[config.mk]
export PLATFORM = sky130hd
export DESIGN_NAME = sau_top
export DESIGN_NICKNAME = d
export VERILOG_FILES = /design/src/hw/sau_pkg.sv /design/src/hw/sau_stream_if.sv /design/src/hw/sau_top.sv /design/src/hw/sau_baud.sv /design/src/hw/sau_fifo2.sv
export VERILOG_INCLUDE_DIRS = /design/src /design/src/hw
export SDC_FILE = /design/constraint.sdc
export NUM_CORES = 1
export LEC_CHECK = 0
export ABC_AREA = 1
export BUFFER_PORTS_ARGS = -buffer_cell sky130_fd_sc_hd__buf_2
export CORE_UTILIZATION = 54
export DETAILED_ROUTE_END_ITERATION = 10
export PLACE_DENSITY = 0.77
export SYNTH_ARGS = -nofsm -noshare
export SYNTH_HDL_FRONTEND = slang
export SYNTH_HIERARCHICAL = 1
export SYNTH_SLANG_ARGS = --single-unit
[constraint.sdc]
create_clock -name sys_clk_i -period 3 [get_ports sys_clk_i]
set_input_delay 0.45 -clock sys_clk_i [delete_from_list [all_inputs] [get_ports sys_clk_i]]
set_output_delay 0.45 -clock sys_clk_i [all_outputs]
set_load 0.02 [all_outputs]
[src/hw/sau_defs.svh]
/*
 * bit counts, error flag positions and lin timing for the serial channel.
 * assumes nothing; definitions only.
 */
`ifndef SAU_DEFS_SVH
`define SAU_DEFS_SVH
`define SAU_BITS7      4'd7
`define SAU_BITS8      4'd8
`define SAU_BITS9      4'd9
`define SAU_ERR_FRM    0
`define SAU_ERR_PAR    1
`define SAU_ERR_OVR    2
`define SAU_BRK_HALVES 5'd22
`define SAU_SYNC_FALLS 3'd5
`define SAU_ONES9      9'h1ff
`endif

[src/hw/sau_pkg.sv]
/*
 * types of the serial channel: modes, lengths, sequencer states.
 * assumes the users write every use as sau_pkg::name.
 */
`default_nettype none
package sau_pkg;
    typedef enum logic [1:0] {MODE_UART, MODE_3W, MODE_4W} sau_mode_t;
    typedef enum logic [1:0] {LEN_7, LEN_8, LEN_9} sau_len_t;
    typedef enum logic [2:0] {ST_IDLE, ST_START, ST_DATA, ST_PAR, ST_STOP}
        sau_st_t;
endpackage
`default_nettype wire

[src/hw/sau_stream_if.sv]
/*
 * valid/ready word stream between the channel and its receive buffer.
 * assumes both ends share one clock.
 */
`default_nettype none
interface sau_stream_if #(parameter int W = 9);
    logic         valid;
    logic         ready;
    logic [W-1:0] data;
    modport src (output valid, output data, input ready);
    modport snk (input valid, input data, output ready);
endinterface
`default_nettype wire

[src/hw/sau_top.sv]
/*
 * one serial channel: uart, 3-wire clocked, or 4-wire slave with select.
 * assumes the array instantiates it per channel with CH_ODD set on odd
 * channels; pins are asynchronous and are synchronised here.
 */
`include "sau_defs.svh"
`default_nettype none
module sau_top #(
    parameter bit CH_ODD = 1'b0,
    parameter int PRS_W  = 4,
    parameter int DIV_W  = 7,
    parameter int MW     = 16
) (
    input  wire logic                sys_clk_i,
    input  wire logic                srst_i,
    input  wire sau_pkg::sau_mode_t  mode_i,
    input  wire logic                master_i,
    input  wire sau_pkg::sau_len_t   len_i,
    input  wire logic                msb_first_i,
    input  wire logic                cpol_i,
    input  wire logic                cpha_i,
    input  wire logic                invert_i,
    input  wire logic                par_en_i,
    input  wire logic                par_odd_i,
    input  wire logic                stop2_i,
    input  wire logic                irq_sel_i,
    input  wire logic                wake_en_i,
    input  wire logic [PRS_W-1:0]    prs_i,
    input  wire logic [DIV_W-1:0]    div_i,
    input  wire logic [8:0]          tx_data_i,
    input  wire logic                tx_valid_i,
    output logic                     tx_ready_o,
    output logic [8:0]               rx_data_o,
    output logic                     rx_valid_o,
    input  wire logic                rx_ready_i,
    input  wire logic [2:0]          err_clr_i,
    output logic [2:0]               err_o,
    output logic                     err_irq_o,
    output logic                     irq_o,
    input  wire logic                sdi_i,
    output logic                     sdo_o,
    input  wire logic                sck_i,
    output logic                     sck_o,
    output logic                     sck_oe_o,
    input  wire logic                ssel_n_i,
    output logic                     lin_rx_o,
    output logic                     lin_break_field_o,
    output logic                     wakeup_o,
    output logic [MW-1:0]            sync_val_o,
    output logic                     sync_done_o
);
    sau_pkg::sau_st_t st_q;
    logic [2:0] s1_q, s2_q, s3_q;
    logic [3:0] cnt_q, nbits;
    logic [8:0] sh_q, rxs_q, hold_q, mask;
    logic       ph_q, par_q, stopb_q, fin_q, tick;
    logic       uart, spi4, sync, slave, inv, rxl, rx_fall, sel;
    logic       lead, trail, samp, last, step, ubit, partx;
    logic       go_m, go_s, go_t, go_r, load, done, tx_end;
    logic [2:0] eset;
    logic [4:0] brk_q;
    logic [2:0] falls_q;
    logic       arm_q;
    logic [MW-1:0] meas_q;

    sau_stream_if #(.W(9)) rx_in ();
    sau_stream_if #(.W(9)) rx_out ();

    function automatic logic [3:0] bidx(input logic [3:0] c);
        bidx = msb_first_i ? 4'(nbits - 4'd1 - c) : c;
    endfunction

    // ==========================================================
    // pin synchronisers {data, clock, select}
    always_ff @(posedge sys_clk_i)
    begin
        if (srst_i)
        begin
            s1_q <= 3'h7;
            s2_q <= 3'h7;
            s3_q <= 3'h7;
        end
        else
        begin
            s1_q <= {sdi_i, sck_i, ssel_n_i};
            s2_q <= s1_q;
            s3_q <= s2_q;
        end
    end

    // ==========================================================
    // mode decode
    assign uart    = mode_i == sau_pkg::MODE_UART;
    assign spi4    = mode_i == sau_pkg::MODE_4W;
    assign sync    = ~uart;
    assign slave   = sync & (spi4 | ~master_i);
    assign inv     = (uart | spi4) & invert_i;
    assign rxl     = s2_q[2] ^ inv;
    assign rx_fall = ~rxl & (s3_q[2] ^ inv);
    assign sel     = ~s2_q[0] | ~spi4;

    always_comb
    begin
        case (len_i)
            sau_pkg::LEN_7: nbits = `SAU_BITS7;
            sau_pkg::LEN_9: nbits = sync ? `SAU_BITS8 : `SAU_BITS9;
            default:        nbits = `SAU_BITS8;
        endcase
    end
    assign mask = `SAU_ONES9 >> (`SAU_BITS9 - nbits);

    // ==========================================================
    // clock edges and frame steps
    always_comb
    begin
        lead  = 1'b0;
        trail = 1'b0;
        if (slave)
        begin
            // synced edges; margin covers the two-flop lag
            lead  = sel & (cpol_i ? (~s2_q[1] & s3_q[1])
                                  : (s2_q[1] & ~s3_q[1]));
            trail = sel & (cpol_i ? (s2_q[1] & ~s3_q[1])
                                  : (~s2_q[1] & s3_q[1]));
        end
        else if (sync & tick & st_q == sau_pkg::ST_DATA)
        begin
            lead  = sck_o == cpol_i;
            trail = sck_o != cpol_i;
        end
    end
    assign samp = cpha_i ? trail : lead;
    assign last = cnt_q == 4'(nbits - 4'd1);
    assign step = uart & tick & ph_q;
    assign partx = ^(sh_q & mask) ^ par_odd_i;

    assign go_m = sync & ~slave & ~tx_ready_o;
    assign go_s = slave & sel;
    assign go_t = uart & ~CH_ODD & ~tx_ready_o;
    assign go_r = uart & CH_ODD & rx_fall;
    assign load = st_q == sau_pkg::ST_IDLE & (go_m | go_s | go_t);
    assign done = (sync & st_q == sau_pkg::ST_DATA & trail & last) |
                  (st_q == sau_pkg::ST_STOP & step &
                   (CH_ODD | ~stop2_i | cnt_q[0]));
    assign tx_end = done & uart & ~CH_ODD;

    sau_baud #(.PRS_W(PRS_W), .DIV_W(DIV_W)) u_baud (
        .sys_clk_i (sys_clk_i),
        .srst_i    (srst_i),
        .restart_i (st_q == sau_pkg::ST_IDLE & (go_m | go_t | go_r)),
        .run_i     (~slave),
        .prs_i     (prs_i),
        .div_i     (div_i),
        .tick_o    (tick)
    );

    // ==========================================================
    // sequencer
    always_ff @(posedge sys_clk_i)
    begin
        if (srst_i)
        begin
            st_q  <= sau_pkg::ST_IDLE;
            cnt_q <= 4'h0;
        end
        else
        begin
            case (st_q)
                sau_pkg::ST_IDLE:
                begin
                    cnt_q <= 4'h0;
                    if (go_m | go_s)
                        st_q <= sau_pkg::ST_DATA;
                    else if (go_t | go_r)
                        st_q <= sau_pkg::ST_START;
                end
                sau_pkg::ST_START:
                    if (step)
                        st_q <= (CH_ODD & rxl) ? sau_pkg::ST_IDLE
                                               : sau_pkg::ST_DATA;
                sau_pkg::ST_DATA:
                    if (sync)
                    begin
                        if (~sel)
                            st_q <= sau_pkg::ST_IDLE;
                        else if (trail)
                        begin
                            cnt_q <= cnt_q + 4'h1;
                            if (last)
                                st_q <= sau_pkg::ST_IDLE;
                        end
                    end
                    else if (step)
                    begin
                        cnt_q <= last ? 4'h0 : cnt_q + 4'h1;
                        if (last)
                            st_q <= par_en_i ? sau_pkg::ST_PAR
                                             : sau_pkg::ST_STOP;
                    end
                sau_pkg::ST_PAR:
                    if (step)
                        st_q <= sau_pkg::ST_STOP;
                sau_pkg::ST_STOP:
                    if (done)
                        st_q <= sau_pkg::ST_IDLE;
                    else if (step)
                        cnt_q <= 4'h1;
                default:
                    st_q <= sau_pkg::ST_IDLE;
            endcase
        end
    end

    always_ff @(posedge sys_clk_i)
    begin
        if (srst_i)
            ph_q <= 1'b0;
        else if (st_q == sau_pkg::ST_IDLE)
            ph_q <= go_r;
        else if (tick)
            ph_q <= ~ph_q;
    end

    // ==========================================================
    // transmit holding word and shifter
    always_ff @(posedge sys_clk_i)
    begin
        if (srst_i)
        begin
            tx_ready_o <= 1'b1;
            hold_q     <= 9'h000;
            sh_q       <= 9'h000;
        end
        else if (load)
        begin
            tx_ready_o <= 1'b1;
            sh_q       <= tx_ready_o ? `SAU_ONES9 : hold_q;
        end
        else if (tx_valid_i & tx_ready_o)
        begin
            tx_ready_o <= 1'b0;
            hold_q     <= tx_data_i;
        end
    end

    always_comb
    begin
        case (st_q)
            sau_pkg::ST_START: ubit = 1'b0;
            sau_pkg::ST_DATA:  ubit = sh_q[bidx(cnt_q)];
            sau_pkg::ST_PAR:   ubit = partx;
            default:           ubit = 1'b1;
        endcase
    end

    always_ff @(posedge sys_clk_i)
    begin
        if (srst_i)
            sdo_o <= 1'b1;
        else if (uart)
            sdo_o <= (CH_ODD | ubit) ^ inv;
        else if (load & ~cpha_i)
            sdo_o <= (tx_ready_o | hold_q[bidx(4'h0)]) ^ inv;
        else if (st_q == sau_pkg::ST_DATA & ~cpha_i & trail & ~last)
            sdo_o <= sh_q[bidx(cnt_q + 4'h1)] ^ inv;
        else if (st_q == sau_pkg::ST_DATA & cpha_i & lead)
            sdo_o <= sh_q[bidx(cnt_q)] ^ inv;
        else if (st_q == sau_pkg::ST_IDLE)
            sdo_o <= 1'b1 ^ inv;
    end

    // ==========================================================
    // master serial clock
    always_ff @(posedge sys_clk_i)
    begin
        if (srst_i)
        begin
            sck_o    <= 1'b0;
            sck_oe_o <= 1'b0;
        end
        else
        begin
            sck_oe_o <= sync & ~slave;
            if (~sync | slave | st_q != sau_pkg::ST_DATA)
                sck_o <= cpol_i;
            else if (tick)
                sck_o <= ~sck_o;
        end
    end

    // ==========================================================
    // receive capture
    always_ff @(posedge sys_clk_i)
    begin
        if (srst_i)
        begin
            rxs_q   <= 9'h000;
            par_q   <= 1'b0;
            stopb_q <= 1'b1;
            fin_q   <= 1'b0;
        end
        else
        begin
            fin_q <= done & (sync | CH_ODD);
            if (st_q == sau_pkg::ST_IDLE)
                rxs_q <= 9'h000;
            else if (st_q == sau_pkg::ST_DATA &
                     (sync ? samp : step))
                rxs_q[bidx(cnt_q)] <= rxl;
            if (st_q == sau_pkg::ST_PAR & step)
                par_q <= rxl;
            if (st_q == sau_pkg::ST_STOP & step)
                stopb_q <= rxl;
        end
    end

    assign rx_in.valid = fin_q;
    assign rx_in.data  = rxs_q & mask;
    assign rx_out.ready = rx_ready_i;
    assign rx_data_o   = rx_out.data;
    assign rx_valid_o  = rx_out.valid;

    sau_fifo2 #(.W(9)) u_rxbuf (
        .sys_clk_i (sys_clk_i),
        .srst_i    (srst_i),
        .in_if     (rx_in),
        .out_if    (rx_out)
    );

    // ==========================================================
    // error flags and interrupts
    always_comb
    begin
        eset = 3'h0;
        eset[`SAU_ERR_FRM] = fin_q & uart & ~stopb_q;
        eset[`SAU_ERR_PAR] = fin_q & uart & par_en_i &
                             (^rx_in.data ^ par_q ^ par_odd_i);
        eset[`SAU_ERR_OVR] = fin_q & ~rx_in.ready;
    end

    always_ff @(posedge sys_clk_i)
    begin
        if (srst_i)
        begin
            err_o     <= 3'h0;
            err_irq_o <= 1'b0;
            irq_o     <= 1'b0;
        end
        else
        begin
            err_o     <= (err_o & ~err_clr_i) | eset;
            err_irq_o <= |eset;
            irq_o     <= irq_sel_i ? load : (fin_q | tx_end);
        end
    end

    // ==========================================================
    // lin break, wakeup, sync field
    always_ff @(posedge sys_clk_i)
    begin
        if (srst_i)
        begin
            brk_q             <= 5'h00;
            lin_break_field_o <= 1'b0;
            wakeup_o          <= 1'b0;
            lin_rx_o          <= 1'b1;
        end
        else
        begin
            lin_rx_o <= rxl;
            wakeup_o <= go_r & wake_en_i & st_q == sau_pkg::ST_IDLE;
            lin_break_field_o <= tick & ~rxl & uart & CH_ODD &
                (brk_q == `SAU_BRK_HALVES - 5'h01);
            if (rxl | ~uart)
                brk_q <= 5'h00;
            else if (tick & brk_q != `SAU_BRK_HALVES)
                brk_q <= brk_q + 5'h01;
        end
    end

    always_ff @(posedge sys_clk_i)
    begin
        if (srst_i)
        begin
            arm_q       <= 1'b0;
            falls_q     <= 3'h0;
            meas_q      <= '0;
            sync_val_o  <= '0;
            sync_done_o <= 1'b0;
        end
        else
        begin
            sync_done_o <= 1'b0;
            if (lin_break_field_o)
            begin
                arm_q   <= 1'b1;
                falls_q <= 3'h0;
                meas_q  <= '0;
            end
            else if (arm_q)
            begin
                if (falls_q != 3'h0)
                    meas_q <= meas_q + MW'(1);
                if (rx_fall)
                begin
                    falls_q <= falls_q + 3'h1;
                    if (falls_q + 3'h1 == `SAU_SYNC_FALLS)
                    begin
                        arm_q       <= 1'b0;
                        sync_val_o  <= meas_q + MW'(1);
                        sync_done_o <= 1'b1;
                    end
                end
            end
        end
    end
endmodule
`default_nettype wire

[src/hw/sau_baud.sv]
/*
 * prescaler and per-channel divider giving one tick per half bit.
 * assumes prs_i and div_i are held steady during a frame.
 */
`default_nettype none
module sau_baud #(
    parameter int PRS_W = 4,
    parameter int DIV_W = 7
) (
    input  wire logic             sys_clk_i,
    input  wire logic             srst_i,
    input  wire logic             restart_i,
    input  wire logic             run_i,
    input  wire logic [PRS_W-1:0] prs_i,
    input  wire logic [DIV_W-1:0] div_i,
    output var  logic             tick_o
);
    localparam int PW = 1 << PRS_W;
    logic [PW-1:0]    prs_q;
    logic [DIV_W-1:0] div_q;
    logic             hit;
    logic             fire;

    // ==========================================================
    // prescaler then divider
    assign hit  = prs_q == PW'((PW'(1) << prs_i) - PW'(1));
    assign fire = hit & (div_q == div_i);

    always_ff @(posedge sys_clk_i)
    begin
        if (srst_i | restart_i | ~run_i)
        begin
            prs_q  <= '0;
            div_q  <= '0;
            tick_o <= 1'b0;
        end
        else
        begin
            prs_q  <= hit ? '0 : prs_q + PW'(1);
            if (hit)
                div_q <= fire ? '0 : div_q + DIV_W'(1);
            tick_o <= fire;
        end
    end
endmodule
`default_nettype wire

[src/hw/sau_fifo2.sv]
/*
 * two-entry receive buffer, head and tail held in flops.
 * assumes one clock; the reader may stall as long as it likes.
 */
`default_nettype none
module sau_fifo2 #(
    parameter int W = 9
) (
    input  wire logic sys_clk_i,
    input  wire logic srst_i,
    sau_stream_if.snk in_if,
    sau_stream_if.src out_if
);
    logic [W-1:0] head_q;
    logic [W-1:0] tail_q;
    logic         head_v_q;
    logic         tail_v_q;
    logic         push;
    logic         pop;

    // ==========================================================
    // handshakes
    assign in_if.ready  = ~tail_v_q;
    assign out_if.valid = head_v_q;
    assign out_if.data  = head_q;
    assign push         = in_if.valid & ~tail_v_q;
    assign pop          = out_if.ready & head_v_q;

    // ==========================================================
    // occupancy
    always_ff @(posedge sys_clk_i)
    begin
        if (srst_i)
        begin
            head_v_q <= 1'b0;
            tail_v_q <= 1'b0;
        end
        else if (pop)
        begin
            head_v_q <= tail_v_q | push;
            tail_v_q <= 1'b0;
        end
        else if (push)
        begin
            head_v_q <= 1'b1;
            tail_v_q <= head_v_q;
        end
    end

    // ==========================================================
    // storage
    always_ff @(posedge sys_clk_i)
    begin
        if (srst_i)
        begin
            head_q <= '0;
            tail_q <= '0;
        end
        else
        begin
            if (pop)
                head_q <= tail_v_q ? tail_q : in_if.data;
            else if (push & ~head_v_q)
                head_q <= in_if.data;
            if (push & head_v_q & ~pop)
                tail_q <= in_if.data;
        end
    end
endmodule
`default_nettype wire

-- Word-level counts from Yosys, hierarchy flattened
Cells that the tools add are included.
- bitwise gates (word level): 95
- eq/ne operators: 25
- mux-type cells: 62
- reductions and logical operators: 25
- add/subtract/negate cells: 10
- magnitude comparators: 4
- shift-type cells: 2
- operator list (cell ; number):
    bitwise AND 1 bit ; 44
    two-way mux 4 bit ; 10
    two-way mux 3 bit ; 12
    two-way mux 9 bit ; 4
    adder 16 x 1 -> 16 bit, second input constant ; 2
    two-way mux 1 bit ; 26
    inverter 1 bit ; 22
    bitwise AND 9 bit ; 2
    inequality test 3 bit, second input constant ; 6
    XOR reduction 9 bit ; 2
    == test 16 bit ; 1
    << shifter 1 x 4 -> 16 bit, first input constant ; 1
    subtractor 16 x 2 -> 16 bit, second input constant ; 1
    < comparator 4 x 5 -> 1 bit, second input constant ; 3
    OR 1 bit ; 15
    case mux 3 bit (5 select lines) ; 1
    binary-select mux 1 bit (select 4 bit) ; 3
    case mux 4 bit (3 select lines) ; 1
    inequality test 2 bit, second input constant ; 5
    OR reduction 2 bit ; 5
    bitwise mux 9 bit ; 1
    >> shifter 9 x 4 -> 9 bit, first input constant ; 1
    XOR 1 bit ; 9
    case mux 4 bit (2 select lines) ; 1
    other kinds (34) ; 45
- register bits after elaboration: 138
- logic and storage cells: 255
- input bits: 44
- output and inout bits: 39

-- Logic depth before layout (Yosys ltp)
Gate-level depths: netlist of the first run.
- depth after elaboration: 13
- gate-level depth with buffers: 23
- gate-level depth less buffers: 22

-- Hierarchy
The synthesis of the first run kept the hierarchy.
- modules (own cells, without submodules) (module ; cells each ; instances ; area each (µm²) ; seq. area each (µm²)):
    sau_top ; 758 ; 1 ; 5346.4 ; 1861.8
    sau_baud ; 304 ; 1 ; 1953.1 ; 480.5
    sau_fifo2 ; 141 ; 1 ; 958.4 ; 400.4

-- Worst setup path before layout of the first run
Ideal clock, no wire load.
- kind: input to register
- start point: input port mode_i[1]
- end point: register sdo_o
- library setup time: 58 ps
- cell stages on the path: 22
- path slack: 56 ps
- arrival: 2886 ps
- cells stage by stage: nor2_2 > buf_6 > nand2_2 > nand2_1 > ha_1 > inv_1 > fa_1 > o21ai_4 > inv_1 > nand2_1 > nand2_1 > nand2_1 > nand2_1 > nand2_1 > nand2_1 > nand2_1 > nand2_1 > o21ai_1 > nand2_1 > nand2_1 > nand2_1 > nand2_1
- cells in the longest elaborated chain, start to end: 13
- ends and longest elaborated chain (what ; line ; RTL):
    from (decl) ; sau_top.sv:16 ; input wire sau_pkg::sau_mode_t mode_i,
    logical NOT 2 bit ; sau_top.sv:93 ; assign uart = mode_i == sau_pkg::MODE_UART;
    two-way mux 1 bit (no line) ; - ;
    case mux 4 bit (2 select lines) ; sau_top.sv:104 ; case (len_i)
    subtractor 4 x 1 -> 4 bit ; sau_top.sv:70, sau_top.sv:133 ;
    subtractor 4 bit ; sau_top.sv:70 ; bidx = msb_first_i ? 4'(nbits - 4'd1 - c) : c;
    two-way mux 4 bit ; sau_top.sv:70 ;
    binary-select mux 1 bit (select 4 bit) ; sau_top.sv:250, sau_top.sv:267 ;
    two-way mux 1 bit (implied by the code) ; sau_top.sv:250, sau_top.sv:267 ;
    XOR 1 bit ; sau_top.sv:267 ; sdo_o <= sh_q[bidx(cnt_q)] ^ inv;
    two-way mux 1 bit ; sau_top.sv:266 ; else if (st_q == sau_pkg::ST_DATA & cpha_i & lead)
    two-way mux 1 bit ; sau_top.sv:264 ; else if (st_q == sau_pkg::ST_DATA & ~cpha_i & trail & ~last)
    two-way mux 1 bit ; sau_top.sv:262 ; else if (load & ~cpha_i)
    two-way mux 1 bit ; sau_top.sv:260 ; else if (uart)
    to (signal assigned) ; sau_top.sv:261 ; sdo_o <= (CH_ODD | ubit) ^ inv;
    to (signal assigned) ; sau_top.sv:263 ; sdo_o <= (tx_ready_o | hold_q[bidx(4'h0)]) ^ inv;
    to (signal assigned) ; sau_top.sv:265 ; sdo_o <= sh_q[bidx(cnt_q + 4'h1)] ^ inv;
    to (decl) ; sau_top.sv:41 ; output logic sdo_o,
Several ways; a longest one is shown, not always the timed one. The select of a mux whose other input is x is not followed.
A chain may end at the register's enable or synchronous reset.

-- Worst setup path in the final report of the first run
Same ends and word-level chain as after synthesis.

==> results of run 1 <==
-- registers in the layout (all words and copies together) (netlist names), 2 cells and up --
register,flops
sync_val_o,16
meas_q,16
err_o,3
rxs_q,9
hold_q,9
u_baud/div_q,7
st_q,3
s3_q,2
u_rxbuf/tail_q,9
s2_q,3
u_baud/prs_q,16
cnt_q,4
u_rxbuf/out_if.data,9
sh_q,9
falls_q,3
s1_q,3
-- power breakdown --
| part | switching, mW | internal (mW) | leakage, nW |
|---|---|---|---|
| logic | 1.21 | 0.676 | 3.04 |
| registers | 0.127 | 1.94 | 1.11 |
| clock network | 0.804 | 1.61 | 0.328 |
| total | 2.14 | 4.23 | 4.48 |
-- layer usage --
layer | GRT usage [%] | vias up | wire length [um]
li1 | - | 4002 | -
met3 | 5.44 | 36 | 837
met2 | 44.6 | 158 | 9360
met5 | 0 | - | 0
met4 | 8.32 | 0 | 420
met1 | 28.7 | 3443 | 8450
-- per-stage QoR --
step | instances | util, %
after global routing | 1476 | 64.1
after detailed placement | 1444 | 59.6
after floorplan | 1204 | -
after global placement | 1444 | 59.6
after CTS | 1476 | 64.1
final | 1476 | 64.1
-- cell families (layout without fill, tap and decap cells) --
family,Yosys count,after routing,synth area share (%)
and+or+nand+nor,620,620,36.3
buffers and inverters,204,292,10.4
AOI/OAI and AO/OA,167,167,11.2
DFF,137,137,33.2
xor gates and xnor gates,55,55,5.83
adders and majority gates,18,18,2.91
other,1,2,0.0454
muxes,1,1,0.136
-- cells in the final DEF (no fill, tap or decap), types with 16 or more instances in the layout --
master and count:
o21ai_0 64, nand2_1 252, a21oi_1 57, o21ai_1 17, nor2_1 153, dfxtp_1 137, nor3_1 23, buf_2 79
buf_4 17, inv_1 146, nand4_1 19, clkbuf_16 17, ha_1 16, nor2_2 17, nand3_1 68, xor2_1 45
-- worst max path at each step --
stage	end	slack, ps	depth (start not counted)
after global routing	sdo_o	160	22
after global placement	sdo_o	60	20
final	sdo_o	420	16
after floorplan	sdo_o	60	22
after detailed placement	sdo_o	50	20
after CTS	sdo_o	440	20
-- synthesized netlist by cell type (4+ instances only) --
| master | n | share of area (%) |
|---|---|---|
| dfxtp_1 | 137 | 33 |
| nand3_2 | 4 | 0.48 |
| buf_2 | 7 | 0.42 |
| xnor2_1 | 10 | 1.1 |
| inv_2 | 12 | 0.55 |
| a31oi_1 | 8 | 0.61 |
| nor3b_1 | 4 | 0.36 |
| nor3_1 | 23 | 1.4 |
| clkbuf_1 | 21 | 0.95 |
| nand2_2 | 14 | 1.1 |
| inv_1 | 146 | 6.6 |
| o21ai_1 | 17 | 1.0 |
| nor3_2 | 9 | 1.1 |
| nor2_1 | 153 | 7.0 |
| buf_6 | 8 | 1.1 |
| nor4_1 | 6 | 0.45 |
| xor2_1 | 45 | 4.8 |
| o211ai_1 | 4 | 0.36 |
| nand2_4 | 9 | 1.2 |
| nand3_4 | 4 | 0.85 |
| a21oi_1 | 57 | 3.5 |
| nand3_1 | 68 | 4.1 |
| nand2_1 | 252 | 11 |
| or2_2 | 6 | 0.45 |
| nand3b_1 | 14 | 1.3 |
| a211oi_1 | 9 | 0.82 |
| o21ai_0 | 64 | 3.9 |
| nand4_1 | 19 | 1.4 |
| nor2_2 | 17 | 1.3 |
| nor2_4 | 7 | 0.95 |
| ha_1 | 16 | 2.4 |
-- area by class of cell --
type                    instances  area share, %
clock inverters                11           2.27
flip-flops and latches        137           29.0
clock buffers                  21           4.87
multi-input cells             863           49.3
inverters                     164           6.66
well taps                     184           2.43
repair buffers                 96           5.53
==> flow_summary.toml, run 1 <==
[route]
routed_wl_um = 19100
first_pass_iters = 9
drc = 3
vias_per_cell = 5.18
ant_nets = 0
wl_per_cell_um = 12.9
drt_iter0_markers = 474
route.vias.total = 7639

[floorplan]
die_w_um = 126
rows = 44
die_y_um = 126
core_area_mm2 = 0.0148
ios = 83
start_util_pct = 56.0
dieArea_mm2 = 0.0158

[pwr]
ir_worst_vdd_v = 0.000552
power.density_mw_per_mm2 = 673
leakage_nw = 4.48
total_power_mw = 6.37

[finish]
postLayoutCellArea_mm2 = 0.00946
final_nets = 1341
drive_above_1_share_pct = 17.3
multi_input_area_mm2 = 0.00466
diodes = 0
ff_latch_area_mm2 = 0.00274
areaGrowthSynthToFinish_pct = 14.6
nFillCells = 1309

[logic_synthesis]
synth_cell_types = 56
syn_inst = 1203
synth_area_per_cell_um2 = 6.86
syn-cell-area_mm2 = 0.00826
ys.flop_type = "dfxtp_1"
yosysWarnings = 6
ys_seq_elements = 137
synthArstFlopShare_pct = 0
ys_seq_area_share_pct = 33.2
synth_edf_count = 0

[critical_path]
crit_family = "simple AND/OR/NAND/NOR gates"
cp_slowest_cell = "fa_1"
critPathKind = "primary input to flip-flop"
path_buf_inv = 1
crit_chain = "buf_2, nor2_2, nand2_2, nand2_1, ha_1, fa_1, o21ai_0, nand3_1, nor2_1, nand3_1, nand3_1, nand4_1, nand3_1, nand2_1, nand2_1, nand2_1"
r2r-start = "cnt_q[0]"
reg2regPathDepth = 13
arrival_ps = 2900
crit_path_start_kind = "primary input"
cpPeakStageDelay_ps = 510
reg2reg_to = "sdo_o"
cp.required_ps = 3310
crit_path_start = "mode_i[1]"
reg2reg_slack_ps = 420
worst_setup_path_end_kind = "flip-flop"
path_max_fanout = 3

[worst_hold_path]
hold_depth = 2
worst_hold_startpoint = "sck_i"
whs_endpoint = "s1_q[1]"
holdCritPathClass = "primary input to flip-flop"

[flow_run]
drv_cap = 0

[placed_design]
dp_worst_setup_slack_ps = 51.6
port_buffers = 79
gp_congestion = 0.893
dpl.hpwl_um = 13700
placed_area_mm2 = 0.00879

[sta]
hold_viol = 0
timing.final.ws_setup_ps = 415
tightest_slew_ps = 595
clock_skew_ps = 6.87
rsz0062_at_grt = "no"
fmax_ghz = 0.387
slew_viol_final = 0
period_needed_ps = 2580
tns_ps = 0
holdWs_ps = 207
timing.final.crit_share_pct = 86.2
finalSetupViolations = 0
relSlewSlack_pct = 60.3

[clock_network]
ctsLongestPathBuffers = 2
cts_resized = 0
tritoncts = "built"
cts_max_level = 4
clock_sinks = 137
cts-root-buf = "clkbuf_16"
postCtsSetupBuffers = 0
clk_latency_ps = 420
cts_hold_buf = 0
clkTransAtPathRegs_ps = 60
cts_inserted_buffers = 17

[grt]
grt.total_usage_pct = 24.7
antenna_found_initial = 1
grt_pass1_wl_um = 31800
overflow = 0
grt_max_degree = 44
grt_pass1_vias = 7090

[outcome]
violations = "design-rule violations"
outcome = "finished, violations left"
(Power assumes the default switching activity.)
==> run 2: changes to the inputs <==
BUFFER_PORTS_ARGS = not set   (was -buffer_cell sky130_fd_sc_hd__buf_2)
CORE_UTILIZATION = 58   (was 54)
DONT_BUFFER_PORTS = 1   (was not set)
PLACE_DENSITY = 0.76   (was 0.77)
==> run 2 against run 1 <==
- the flow now finishes without violations
- count of clock-buffer cells in the layout shrank 2
- design area down 5.8%
- utilization increased by 0.087 points
- first-iteration DRC count shrank 4.2%
- clock skew is 8.2 ps higher
- largest power group is now registers
==> flow_summary.toml, run 2 (synthesized netlist as in run 1, its figures left out) <==
[clock_network]
cts_max_level = 4
clk_latency_ps = 420
clock_sinks = 137
tritoncts = "built"
cts-root-buf = "clkbuf_16"
postCtsSetupBuffers = 0
cts_hold_buf = 0
clkTransAtPathRegs_ps = 60
ctsLongestPathBuffers = 2
cts_inserted_buffers = 17
cts_resized = 0

[sta]
rsz0062_at_grt = "no"
tightest_slew_ps = 568
finalSetupViolations = 0
holdWs_ps = 92.8
fmax_ghz = 0.385
tns_ps = 0
relSlewSlack_pct = 61.8
period_needed_ps = 2590
clock_skew_ps = 15.1
slew_viol_final = 0
timing.final.ws_setup_ps = 405
hold_viol = 0
timing.final.crit_share_pct = 86.5

[floorplan]
die_w_um = 121
dieArea_mm2 = 0.0147
ios = 83
core_area_mm2 = 0.0139
die_y_um = 121
rows = 43
start_util_pct = 59.5

[finish]
largestRegisters = "meas_q x16, sync_val_o x16, u_baud/prs_q x16"
layout_commonest_cell = "nand2_1"
drive_above_1_share_pct = 11.6
final_nets = 1256
areaGrowthSynthToFinish_pct = 7.95
mostFrequentLayoutCells = "nand2_1 (252), nor2_1 (153), inv_1 (146)"

[worst_hold_path]
holdCritPathClass = "primary input to flip-flop"

[pwr]
power.density_mw_per_mm2 = 655
leakage_nw = 4.03
ir_worst_vdd_v = 0.000455

[flow_run]
drv_cap = 0

[grt]
grt_pass1_vias = 6705
antenna_found_initial = 1
grt_max_degree = 45
overflow = 0
grt_pass1_wl_um = 30400
grt.total_usage_pct = 25.9

[critical_path]
reg2reg_to = "sdo_o"
reg2reg_slack_ps = 410
crit_path_start_kind = "flip-flop"
cp.required_ps = 3320
arrival_ps = 2910
crit_path_start = "cnt_q[0]"
worst_setup_path_end_kind = "flip-flop"
reg2regPathDepth = 17
path_max_fanout = 4
crit_end = "sdo_o"
r2r-start = "cnt_q[0]"
critPathKind = "flip-flop to flip-flop"

[route]
first_pass_iters = 5
ant_nets = 0
wl_per_cell_um = 13.1
drt_iter0_markers = 454
vias_per_cell = 5.28
routed_wl_um = 18200
route.vias.total = 7323
drc = 0

[placed_design]
gp_congestion = 0.902
dpl.hpwl_um = 13400
port_buffers = 0
dp_worst_setup_slack_ps = 56.2

[outcome]
outcome = "finished clean"
run 2: changes by cell type in the layout (fill, tap and decap cells not counted):
cell        delta
buf_2         -79
buf_4          -6
bufinv_16      -5
clkinv_4       +3
clkbuf_1       -2
clkinvlp_4     +2
diode_2        +1
inv_8          +1
run 2: how the worst min path moves through the flow:
| stage | cells after the start | endpoint | from |
|---|---|---|---|
| after floorplan | 1 | s2_q[0] | s1_q[0] |
| after global placement | 1 | s2_q[1] | s1_q[1] |
| after detailed placement | 1 | s2_q[2] | s1_q[2] |
| after CTS | 1 | err_irq_o | srst_i |
| after global routing | 1 | err_irq_o | srst_i |
| final | 1 | err_o[2] | srst_i |
run 2: cell type report:
type / count / area, um2
clock buffer: 19 / 453
multi-input combinational: 863 / 4660
tap: 180 / 225
inverter: 164 / 631
fill: 1254 / 4970
antenna: 1 / 2.50
clock inverter: 12 / 118
sequential: 137 / 2740
timing repair buffer: 11 / 82.6
run 2: routing by layer:
metal | part of all wire, % | routed length [um] | up-vias | GRT usage (%)
met4 | 2.3 | 410 | 0 | 9.72
met3 | 5.3 | 962 | 32 | 7.19
met5 | 0 | 0 | - | 0
li1 | - | - | 3833 | -
met2 | 47 | 8590 | 141 | 42.9
met1 | 45 | 8190 | 3317 | 31.8
run 2: report_power, final:
group | switching [mW] | total, mW | internal, mW
clock network | 0.813 | 2.00 | 1.19
registers | 0.129 | 2.07 | 1.94
logic | 1.15 | 1.76 | 0.612
total | 2.09 | 5.84 | 3.74
run 2: stage by stage:
stage                     util, %  total power, mW  area (um2)  cells
after floorplan                 -             3.51        8260   1204
after global placement       60.1             3.81        8340   1355
after detailed placement     60.1             3.84        8340   1355
after CTS                    64.2             5.85        8910   1386
after global routing         64.2             6.20        8910   1387
final                        64.2             5.84        8910   1387
run 2: critical path, stage by stage (launching register included):
cell	delay, ps
dfxtp_1	330
ha_1	320
inv_1	150
fa_1	450
o21ai_0	340
nand3_1	120
nand2_1	70
nand2_1	50
nand2_1	70
inv_1	40
nand2_1	50
nand3_1	110
nand2_1	90
o21ai_1	60
nand2_1	50
nand2_1	60
nand2_1	60
nand2_1	50
